[src/epi_defs.svh]
// Offsets, field positions, reset values and timing of the pin interrupt block.
`ifndef EPI_DEFS_SVH
`define EPI_DEFS_SVH

`define EPI_ADDR_W 4
`define EPI_DATA_W 8

`define EPI_OFS_SENSE 4'h0
`define EPI_OFS_CSR 4'h1
`define EPI_OFS_ENABLE 4'h2
`define EPI_OFS_FLAGS 4'h3

`define EPI_SENSE_RST 8'h00
`define EPI_CSR_RST 8'h00
`define EPI_ENABLE_RST 8'h00
`define EPI_FLAGS_RST 8'h00
`define EPI_ZERO_BYTE 8'h00

`define EPI_LINE_ZERO_SENSE 1:0
`define EPI_LINE_ONE_SENSE 3:2
`define EPI_POLARITY_BIT 6
`define EPI_CSR_RSVD_BIT 5
`define EPI_LINE_ONE_BIT 7
`define EPI_LINE_ZERO_BIT 6
`define EPI_LINE_TWO_BIT 5
`define EPI_ENABLE_MASK 8'hE0

`define EPI_SENSE_LOW 2'h0
`define EPI_SENSE_ANY 2'h1
`define EPI_SENSE_FALL 2'h2
`define EPI_SENSE_RISE 2'h3

`define EPI_LINES 3
`define EPI_IDX_ZERO 0
`define EPI_IDX_ONE 1
`define EPI_IDX_TWO 2

`define EPI_CLK_PERIOD_PS 5000
`define EPI_T2_MIN_PULSE_NS 50
`define EPI_T2_MIN_PULSE_CYC \
    ((`EPI_T2_MIN_PULSE_NS * 1000 + `EPI_CLK_PERIOD_PS - 1) / `EPI_CLK_PERIOD_PS)

`endif

[src/epi_pkg.sv]
// Types shared by the pin interrupt block.
`default_nettype none
package epi_pkg;

    typedef enum logic [1:0] {
        WK_IDLE,
        WK_SEEN_ONCE,
        WK_AWAKE
    } epi_wake_t;

    typedef struct packed {
        logic [3:0] addr;
        logic [7:0] wdata;
        logic wr;
        logic rd;
    } epi_bus_req_t;

    typedef struct packed {
        logic ack;
        logic [1:0] line;
    } epi_ack_t;

    typedef struct packed {
        logic [2:0] sync_a;
        logic [2:0] sync_b;
        logic [2:0] prev;
        logic [7:0] sense_control;
        logic [7:0] control_and_reset_status;
        logic [7:0] line_enable;
        logic [7:0] line_flags;
        logic [7:0] rdata;
        epi_wake_t wake;
    } epi_state_t;

endpackage : epi_pkg
`default_nettype wire

[src/epi_ctrl.sv]
// Pin interrupt controller: sense logic, flags, enables and register port.
//
// The register offsets and the address-and-strobe port were chosen for this implementation.
`include "epi_defs.svh"
`timescale 1ns/1ps
`default_nettype none

// Overview of operation
// - Line one sense field in bits 3:2.
// - Line zero sense field in bits 1:0.
// - Line two polarity bit 6: fall/rise.
// - Level mode requests while pin stays low.
// - Pins trigger even when driven as outputs.
// - Lines zero/one sampled before edge detection.
// - Level path needs no clock; line two edges are sampled.
// - Request needs line enable and global enable.
// - Trigger sets flag regardless of enable.
// - Flag clears on entry or written one.
// - Flag stays zero in level mode.
// - Wake qualifies level on two watchdog samples.
// - Line two buffer shutdown may set flag.
module epi_ctrl (
    input wire logic mclk_in,
    input wire logic sys_rst_in,
    input wire epi_pkg::epi_bus_req_t bus_in,
    output logic [7:0] rdata_out,
    input wire logic ext_line_zero_in,
    input wire logic ext_line_one_in,
    input wire logic ext_line_two_in,
    input wire logic global_enable_in,
    input wire epi_pkg::epi_ack_t ack_in,
    input wire logic sleep_in,
    input wire logic line_two_buf_off_in,
    input wire logic wdt_tick_in,
    output logic [2:0] req_out,
    output logic irq_out,
    output logic wake_out
);

    epi_pkg::epi_state_t s_r;
    epi_pkg::epi_state_t s_nxt;

    logic line_two_eff;
    logic [2:0] raw_pin;
    logic [2:0] hit;
    logic [2:0] level_mode;
    logic [2:0] level_low;
    logic [2:0] flag_now;
    logic [2:0] en_now;
    logic [2:0] pend;
    logic [2:0] ack_clr;
    logic [2:0] w1c;
    logic level_wake;

    // Bit position of each line in the enable and flag registers.
    function automatic int unsigned line_bit(input int unsigned idx);
        int unsigned pos;
        pos = `EPI_LINE_ZERO_BIT;
        case (idx)
            `EPI_IDX_ONE: pos = `EPI_LINE_ONE_BIT;
            `EPI_IDX_TWO: pos = `EPI_LINE_TWO_BIT;
            default: pos = `EPI_LINE_ZERO_BIT;
        endcase
        return pos;
    endfunction : line_bit

    // Trigger decode of a two-bit sense field on synchronised samples.
    function automatic logic sense_hit(
        input logic [1:0] mode,
        input logic cur,
        input logic old
    );
        logic hit_v;
        hit_v = 1'b0;
        case (mode)
            `EPI_SENSE_ANY: hit_v = cur ^ old;
            `EPI_SENSE_FALL: hit_v = old & ~cur;
            `EPI_SENSE_RISE: hit_v = cur & ~old;
            default: hit_v = 1'b0;
        endcase
        return hit_v;
    endfunction : sense_hit

    // Address match for a register access of either kind.
    function automatic logic addr_is(
        input logic [3:0] addr,
        input logic [3:0] ofs
    );
        return addr == ofs;
    endfunction : addr_is

    // The input buffer of line two reads low once line_two_buf_off_in shuts it off.
    assign line_two_eff = ext_line_two_in & ~line_two_buf_off_in;

    // Pad values are used whatever the pin direction is.
    assign raw_pin = {line_two_eff, ext_line_one_in, ext_line_zero_in};

    always_comb begin
        level_mode = 3'b000;
        level_mode[`EPI_IDX_ZERO] =
            s_r.sense_control[`EPI_LINE_ZERO_SENSE] == `EPI_SENSE_LOW;
        level_mode[`EPI_IDX_ONE] =
            s_r.sense_control[`EPI_LINE_ONE_SENSE] == `EPI_SENSE_LOW;
    end

    always_comb begin
        hit = 3'b000;
        hit[`EPI_IDX_ZERO] = sense_hit(
            s_r.sense_control[`EPI_LINE_ZERO_SENSE],
            s_r.sync_b[`EPI_IDX_ZERO],
            s_r.prev[`EPI_IDX_ZERO]);
        hit[`EPI_IDX_ONE] = sense_hit(
            s_r.sense_control[`EPI_LINE_ONE_SENSE],
            s_r.sync_b[`EPI_IDX_ONE],
            s_r.prev[`EPI_IDX_ONE]);
        if (s_r.control_and_reset_status[`EPI_POLARITY_BIT]) begin
            hit[`EPI_IDX_TWO] = s_r.sync_b[`EPI_IDX_TWO] &
                ~s_r.prev[`EPI_IDX_TWO];
        end else begin
            hit[`EPI_IDX_TWO] = s_r.prev[`EPI_IDX_TWO] &
                ~s_r.sync_b[`EPI_IDX_TWO];
        end
    end

    // Level requests follow the pad directly so they hold without a clock.
    assign level_low = level_mode & ~raw_pin;

    generate
        for (genvar i = 0; i < `EPI_LINES; i++) begin : g_line
            localparam int unsigned BIT = line_bit(i);

            assign flag_now[i] = s_r.line_flags[BIT];
            assign en_now[i] = s_r.line_enable[BIT];

            assign w1c[i] = bus_in.wr & bus_in.wdata[BIT] &
                addr_is(bus_in.addr, `EPI_OFS_FLAGS);

            assign ack_clr[i] = ack_in.ack &
                (ack_in.line == 2'(i));

            // A pending request is a raised flag or a held low level.
            assign pend[i] = flag_now[i] | level_low[i];

            assign req_out[i] = pend[i] & en_now[i] &
                global_enable_in;
        end
    endgenerate

    assign irq_out = |req_out;

    // Low level on an enabled line while asleep, for the wake qualifier.
    assign level_wake = |(level_low & en_now);

    always_comb begin
        s_nxt = s_r;

        // Only the second stage reads the first.
        s_nxt.sync_a = raw_pin;
        s_nxt.sync_b = s_r.sync_a;
        s_nxt.prev = s_r.sync_b;

        // Register writes.
        if (bus_in.wr) begin
            if (addr_is(bus_in.addr, `EPI_OFS_SENSE)) begin
                s_nxt.sense_control = bus_in.wdata;
            end
            if (addr_is(bus_in.addr, `EPI_OFS_CSR)) begin
                s_nxt.control_and_reset_status = bus_in.wdata;
                s_nxt.control_and_reset_status[`EPI_CSR_RSVD_BIT] = 1'b0;
            end
            if (addr_is(bus_in.addr, `EPI_OFS_ENABLE)) begin
                s_nxt.line_enable = bus_in.wdata &
                    `EPI_ENABLE_MASK;
            end
        end

        // Flags: a trigger beats a clear arriving in the same cycle.
        for (int unsigned i = 0; i < `EPI_LINES; i++) begin
            s_nxt.line_flags[line_bit(i)] = hit[i] |
                (flag_now[i] & ~w1c[i] & ~ack_clr[i]);
            if (level_mode[i]) begin
                s_nxt.line_flags[line_bit(i)] = 1'b0;
            end
        end

        // Read data stand only in the cycle after the read strobe.
        s_nxt.rdata = `EPI_ZERO_BYTE;
        if (bus_in.rd) begin
            case (1'b1)
                addr_is(bus_in.addr, `EPI_OFS_SENSE):
                    s_nxt.rdata = s_r.sense_control;
                addr_is(bus_in.addr, `EPI_OFS_CSR):
                    s_nxt.rdata = s_r.control_and_reset_status;
                addr_is(bus_in.addr, `EPI_OFS_ENABLE):
                    s_nxt.rdata = s_r.line_enable;
                addr_is(bus_in.addr, `EPI_OFS_FLAGS):
                    s_nxt.rdata = s_r.line_flags;
                default:
                    s_nxt.rdata = `EPI_ZERO_BYTE;
            endcase
        end

        // Level wake needs the low level seen on two watchdog ticks.
        case (s_r.wake)
            epi_pkg::WK_IDLE: begin
                if (sleep_in && wdt_tick_in && level_wake) begin
                    s_nxt.wake = epi_pkg::WK_SEEN_ONCE;
                end
            end
            epi_pkg::WK_SEEN_ONCE: begin
                if (!sleep_in) begin
                    s_nxt.wake = epi_pkg::WK_IDLE;
                end else if (wdt_tick_in) begin
                    if (level_wake) begin
                        s_nxt.wake = epi_pkg::WK_AWAKE;
                    end else begin
                        s_nxt.wake = epi_pkg::WK_IDLE;
                    end
                end
            end
            epi_pkg::WK_AWAKE: begin
                if (!sleep_in) begin
                    s_nxt.wake = epi_pkg::WK_IDLE;
                end
            end
            default: begin
                s_nxt.wake = epi_pkg::WK_IDLE;
            end
        endcase
    end

    always_ff @(posedge mclk_in) begin
        if (sys_rst_in) begin
            s_r.sync_a <= 3'b000;
            s_r.sync_b <= 3'b000;
            s_r.prev <= 3'b000;
            s_r.sense_control <= `EPI_SENSE_RST;
            s_r.control_and_reset_status <= `EPI_CSR_RST;
            s_r.line_enable <= `EPI_ENABLE_RST;
            s_r.line_flags <= `EPI_FLAGS_RST;
            s_r.rdata <= `EPI_ZERO_BYTE;
            s_r.wake <= epi_pkg::WK_IDLE;
        end else begin
            s_r <= s_nxt;
        end
    end

    assign rdata_out = s_r.rdata;

    // An edge flag on line two wakes at once if line two is enabled; a qualified level wakes too.
    // The level request itself still follows the live pin, so a level that
    // vanished during start-up wakes the core with no request left.
    assign wake_out = (s_r.wake == epi_pkg::WK_AWAKE) |
        (flag_now[`EPI_IDX_TWO] & en_now[`EPI_IDX_TWO]);

endmodule : epi_ctrl
`default_nettype wire

[config.mk]
export PLATFORM = sky130hd
export DESIGN_NAME = epi_ctrl
export DESIGN_NICKNAME = d
export VERILOG_FILES = /design/src/epi_pkg.sv /design/src/epi_ctrl.sv
export VERILOG_INCLUDE_DIRS = /design/src
export SDC_FILE = /design/constraint.sdc
export NUM_CORES = 1
export LEC_CHECK = 0
export BUFFER_PORTS_ARGS = -buffer_cell sky130_fd_sc_hd__buf_2
export CAP_MARGIN = 20
export CORE_ASPECT_RATIO = 1.5
export CORE_MARGIN = 3
export CORE_UTILIZATION = 48
export DETAILED_ROUTE_END_ITERATION = 12
export PLACE_DENSITY = 0.74
export SYNTH_ARGS = -nofsm -noshare
export SYNTH_HDL_FRONTEND = slang
export SYNTH_SLANG_ARGS = --single-unit
[constraint.sdc]
create_clock -name mclk_in -period 1.15 [get_ports mclk_in]
set_input_delay 0.115 -clock mclk_in [delete_from_list [all_inputs] [get_ports mclk_in]]
set_output_delay 0.115 -clock mclk_in [all_outputs]
set_load 0.005 [all_outputs]
==> results.tsv, run 1 <==
metric	value	unit
grt_use_total	17.4	%
multi_input_comb_area	982	µm²
slew_viol_final	0	
overflow	0	
status	complete, but fails checks	
crit_fanout	2	
drv_cap	0	
violations	negative setup slack	
worstSetupStartpointType	flop	
synth_common_cells	dfxtp_1, nand2b_1, mux2i_1, buf_4, nor2_1	
dieHeight	82.6	µm
fin_crit_sh	131	%
power_density	1140	nW/µm²
die_x	57.1	µm
arrival	1.39	ns
ys_seq_area_share	42.7	%
ys_warn_count	0	
num_vias	1466	
fin_util	62.4	%
drc	0	
vias_per_cell	5.20	
ys.flop_type	dfxtp_1	
tightestPinTransition	0.310	ns
placementRows	27	
yosysMostFrequentCell	dfxtp_1	
io_pins	39	
wl_per_cell	13.4	µm
regArea	811	µm²
path_class	reg -> out	
die-area	4710	µm²
grt_pass1_vias	1329	
htree_levels	2	
cts_buffers	5	
netlist_area	1880	µm²
grt_pass1_wl	6.11	mm
peakVddDrop	0.000995	V
ys_types	43	
ys_ff_latch	40	
first_pass_iters	4	
worstPathRequired	1.03	ns
post-synth-top-area-fraction	42.7	%
cp-end-kind	output pin	
setup_ws	-0.356	ns
cts.path.max_buffers	2	
cts_tree	yes	
grt_max_degree	26	
antenna_found_initial	0	
r2r_cells	5	
clkLatencyLatePin	0.30	ns
fin_tns_setup	-0.679	ns
max_freq	0.664	GHz
drive_gt1_share	34.7	%
dp_hpwl	2.90	mm
drtIter0Drc	13	
area_delta_synth_final	23.5	%
instances_no_fill	282	
setup_viol	3	
fin_skew	0.00496	ns
cts_root_buf	clkbuf_8	
synth.avg_cell_area	9.93	µm²
rrSetupSlack	0.07	ns
crit-reg2reg-capture	flag_now[0]	
nNetsFinal	268	
ys_async_sr_fraction	0	%
placed_area	2170	µm²
rsz0062_at_grt	true	
static-leakage-power	0.00104	µW
place_ws	-0.0530	ns
fill_cells	345	
hold_viol	0	
drtAntennaViolNets	0	
wl	3.78	mm
gp_congestion	0.823	
endpoint	irq_out	
synth-edff-count	0	
yosysTopAreaCell	dfxtp_1	
synth_nets	219	
synthTopCellsByArea	dfxtp_1, nand2b_1, mux2i_1, buf_4, a22o_1	
period_minus_slack	1.51	ns
synthCells	189	
clkTransAtPathRegs	0.08	ns
dp.cells	272	
hold_class	in -> reg	
clock_sinks	40	
core_region_area	3720	µm²
r2r_start	s_nxt[42]	
slew-limit-headroom	79.3	%
initial_core_util	50.5	%
port-buffer-count	38	
fin_area	2320	µm²
worstSetupStartpoint	s_r[37]	
diodes	0	
-- logic make-up after synthesis --
group	count (synthesis)	synth area share [%]
DFF	40	42.7
adders and majority gates	4	2.67
AOI/OAI and AO/OA	26	11.0
muxes	19	10.2
buffers and inverters	22	6.73
and+or+nand+nor	78	26.7
-- repair_timing --
action | in CTS | in global routing
hold buffers | 1 | 0
hold endpoints to repair | 1 | 0
pin swaps | 2 | 2
gates cloned | 0 | 0
buffers inserted | 1 | 0
resized for setup | 5 | 4
setup endpoints to repair | 3 | 4
-- cells in the final DEF (no fill, tap or decap), types with 4 or more instances in the layout --
cell type  synthesis  routed
nor2b_1            6       6
buf_2              2      36
nand2_1            6       6
dfxtp_2            0       5
dfxtp_1           40      34
mux2i_1           18      18
nor2_1             8       8
ha_1               4       4
a21oi_1            4       4
buf_4              9      19
nand3b_1           5       5
nor3b_1            4       4
clkbuf_8           0       6
nand2b_1          29      29
a22o_1             6       6
inv_1              6       6
-- critical path, stage by stage, from the launching register on --
cell     delay (ns)
dfxtp_4        0.35
nor3_2         0.05
or3b_4         0.36
a31o_4         0.22
buf_6          0.11
-- where the power goes --
| part | internal [µW] | switching, µW |
|---|---|---|
| clock network | 488 | 501 |
| logic | 120 | 113 |
| registers | 1400 | 11.2 |
| total | 2010 | 625 |
-- layout make-up --
| cell class | instances | share of cell area (%) |
|---|---|---|
| multi-input cells | 127 | 42.4 |
| flip-flops and latches | 40 | 35.0 |
| repair buffers | 58 | 15.3 |
| clock buffers | 7 | 3.72 |
| well taps | 43 | 2.32 |
| inverters | 6 | 0.971 |
| clock inverters | 1 | 0.324 |
-- sequential cells by signal, indices dropped and copies added, names as in the netlist --
| name | count |
|---|---|
| en_now | 3 |
| rdata_out | 8 |
| s_r | 20 |
| flag_now | 3 |
| s_nxt | 6 |
-- how the worst min path moves through the flow --
stage / to / slack [ns] / startpoint / cells after the start
after floorplan: s_nxt[47] / 0.19 / line_two_buf_off_in / 1
after global routing: s_nxt[46] / 0.07 / ext_line_one_in / 2
after global placement: s_nxt[47] / 0.28 / line_two_buf_off_in / 2
after CTS: s_nxt[46] / 0.06 / ext_line_one_in / 2
after detailed placement: s_nxt[47] / 0.28 / line_two_buf_off_in / 2
final: s_nxt[46] / 0.06 / ext_line_one_in / 2
-- per-stage QoR --
stage	power, µW	hold WS (ns)
6_report	2640	0.0603
5_1_grt	2720	0.0655
3_5_place_dp	1670	0.281
2_1_floorplan	1570	0.191
3_3_place_gp	1670	0.278
4_1_cts	2630	0.0632
-- routing by layer --
layer	global-route usage [%]	up-vias	part of all wire, %
met5	0	-	0
li1	-	754	-
met4	6.96	0	1.6
met1	21.0	667	47
met2	28.9	39	46
met3	5.13	6	5.8
(Power assumes the default switching activity.)
==> run 2: changes to the inputs <==
--- a/config.mk
+++ b/config.mk
@@ -10,7 +10,7 @@
 export CAP_MARGIN = 20
 export CORE_ASPECT_RATIO = 1.5
 export CORE_MARGIN = 3
-export CORE_UTILIZATION = 48
+export CORE_UTILIZATION = 50
 export DETAILED_ROUTE_END_ITERATION = 12
 export PLACE_DENSITY = 0.74
 export SYNTH_ARGS = -nofsm -noshare
==> constraint.sdc (replaced) <==
create_clock -name mclk_in -period 1.9 [get_ports mclk_in]
set_input_delay 0.19 -clock mclk_in [delete_from_list [all_inputs] [get_ports mclk_in]]
set_output_delay 0.19 -clock mclk_in [all_outputs]
set_load 0.005 [all_outputs]
==> run 2 against run 1 <==
The run now ends clean. Highest routed layer unchanged. Critical path type unchanged. Clock power is 45% lower. First-iteration DRC count up 120%. Clock skew increased by 0.0048 ns. Sequential share of layout area grew 3.1 points. Global-route usage up 0.68 points. Core utilization is 2.3 points lower. Critical path depth did not move.
==> results.tsv, run 2 (same netlist as run 1, synthesis figures left out) <==
metric	value	unit
status	finished, final reports clean	
fin_crit_sh	92.6	%
cpPeakStageDelay	0.44	ns
path_depth	4	
grt_pass1_vias	1426	
r2r_cells	3	
grt_max_degree	26	
cts_root_buf	clkbuf_8	
drc	0	
setup_ws	0.141	ns
grt_pass1_wl	6.32	mm
largest-register	s_r	
period_minus_slack	1.76	ns
antenna_found_initial	0	
rsz0062_at_grt	false	
slew_viol_final	0	
grt_use_total	18.1	%
wl_per_cell	14.6	µm
overflow	0	
slew-limit-headroom	66.4	%
multi_input_comb_area	950	µm²
core_region_area	3510	µm²
die_x	56.0	µm
die-area	4540	µm²
worstPathRequired	1.71	ns
static-leakage-power	0.000935	µW
worstSetupStartpointType	flop	
largest_reg_flops	20	
hold_class	in -> reg	
instances_no_fill	262	
diodes	0	
fin_tns_setup	0	ns
holdBufCountCts	0	
final_cell_mix	dfxtp_1, buf_2, nand2b_1	
initial_core_util	53.4	%
dp_hpwl	2.93	mm
path_cells	nor3_1 > or3b_2 > a31o_2 > buf_2	
dieHeight	81.0	µm
power_density	722	nW/µm²
worst-path-buf-inv	1	
min_delay_path_depth	2	
fin_skew	0.00977	ns
max_freq	0.568	GHz
vias_per_cell	5.49	
drtIter0Drc	28	
tightestPinTransition	0.504	ns
arrival	1.57	ns
dp.cells	254	
critPathTopFamily	simple AND/OR/NAND/NOR gates	
io_pins	39	
cp_slowest_cell	or3b_2	
drtAntennaViolNets	0	
regArea	803	µm²
clock_sinks	40	
cts.path.max_buffers	2	
port-buffer-count	38	
first_pass_iters	6	
setup_viol	0	
nNetsFinal	249	
path_class	reg -> out	
drv_cap	0	
place_ws	0.362	ns
wl	3.82	mm
hold_viol	0	
crit_fanout	7	
cts_buffers	5	
fill_cells	313	
num_vias	1439	
placementRows	26	
clkTransAtPathRegs	0.07	ns
cts_tree	yes	
peakVddDrop	0.000514	V
gp_congestion	0.823	
cp-end-kind	output pin	
clkLatencyLatePin	0.29	ns
area_delta_synth_final	12.5	%
htree_levels	2	
drive_gt1_share	25.9	%
==> run 2: changes by cell type in the layout (fill, tap and decap cells not counted), moves of 2 or more <==
cell / change
buf_4: -18
dfxtp_1: +4
dfxtp_2: -3
buf_2: +2
buf_6: -2
nor3_1: +2
==> run 2: final cells by class <==
type,count,area share [%]
clock buffers,7,3.62
clock inverters,1,0.415
inverters,6,1.07
well taps,42,2.49
flip-flops and latches,40,38.1
multi-input cells,127,45.0
repair buffers,39,9.37
==> run 2: routing by layer <==
| metal | wire, µm | global-route usage, % |
|---|---|---|
| met1 | 1580 | 19.3 |
| met2 | 1890 | 32.0 |
| met3 | 243 | 4.61 |
| met4 | 102 | 10.7 |
| met5 | 0 | 0 |
==> run 2: final timing paths <==
path	start	slack [ns]	to
setup / recovery	s_r[37]	0.14	irq_out
hold / removal	line_two_buf_off_in	0.05	s_nxt[47]
setup reg to reg	s_r[34]	0.73	s_r[0]
hold reg to reg	s_nxt[46]	0.44	s_nxt[43]
==> run 2: metrics by stage <==
step	area (µm²)	util (%)	total power [µW]	hold WS (ns)
4_1_cts	2110	60.0	1540	0.0394
2_1_floorplan	1880	-	951	0.266
3_3_place_gp	2020	57.6	994	0.352
5_1_grt	2110	60.1	1590	0.0509
3_5_place_dp	2020	57.6	999	0.355
6_report	2110	60.1	1520	0.0511
==> run 2: repair_timing <==
action | CTS | global route
resized for setup | 0 | 2
setup endpoints to repair | 0 | 1
endpoints found under the hold margin | 0 | 0
setup buffers | 0 | 0
==> run 2: power by group <==
group | internal (µW) | switching, µW
sequential | 851 | 7.95
combinational | 56.4 | 63.8
clock | 262 | 282
total | 1170 | 354
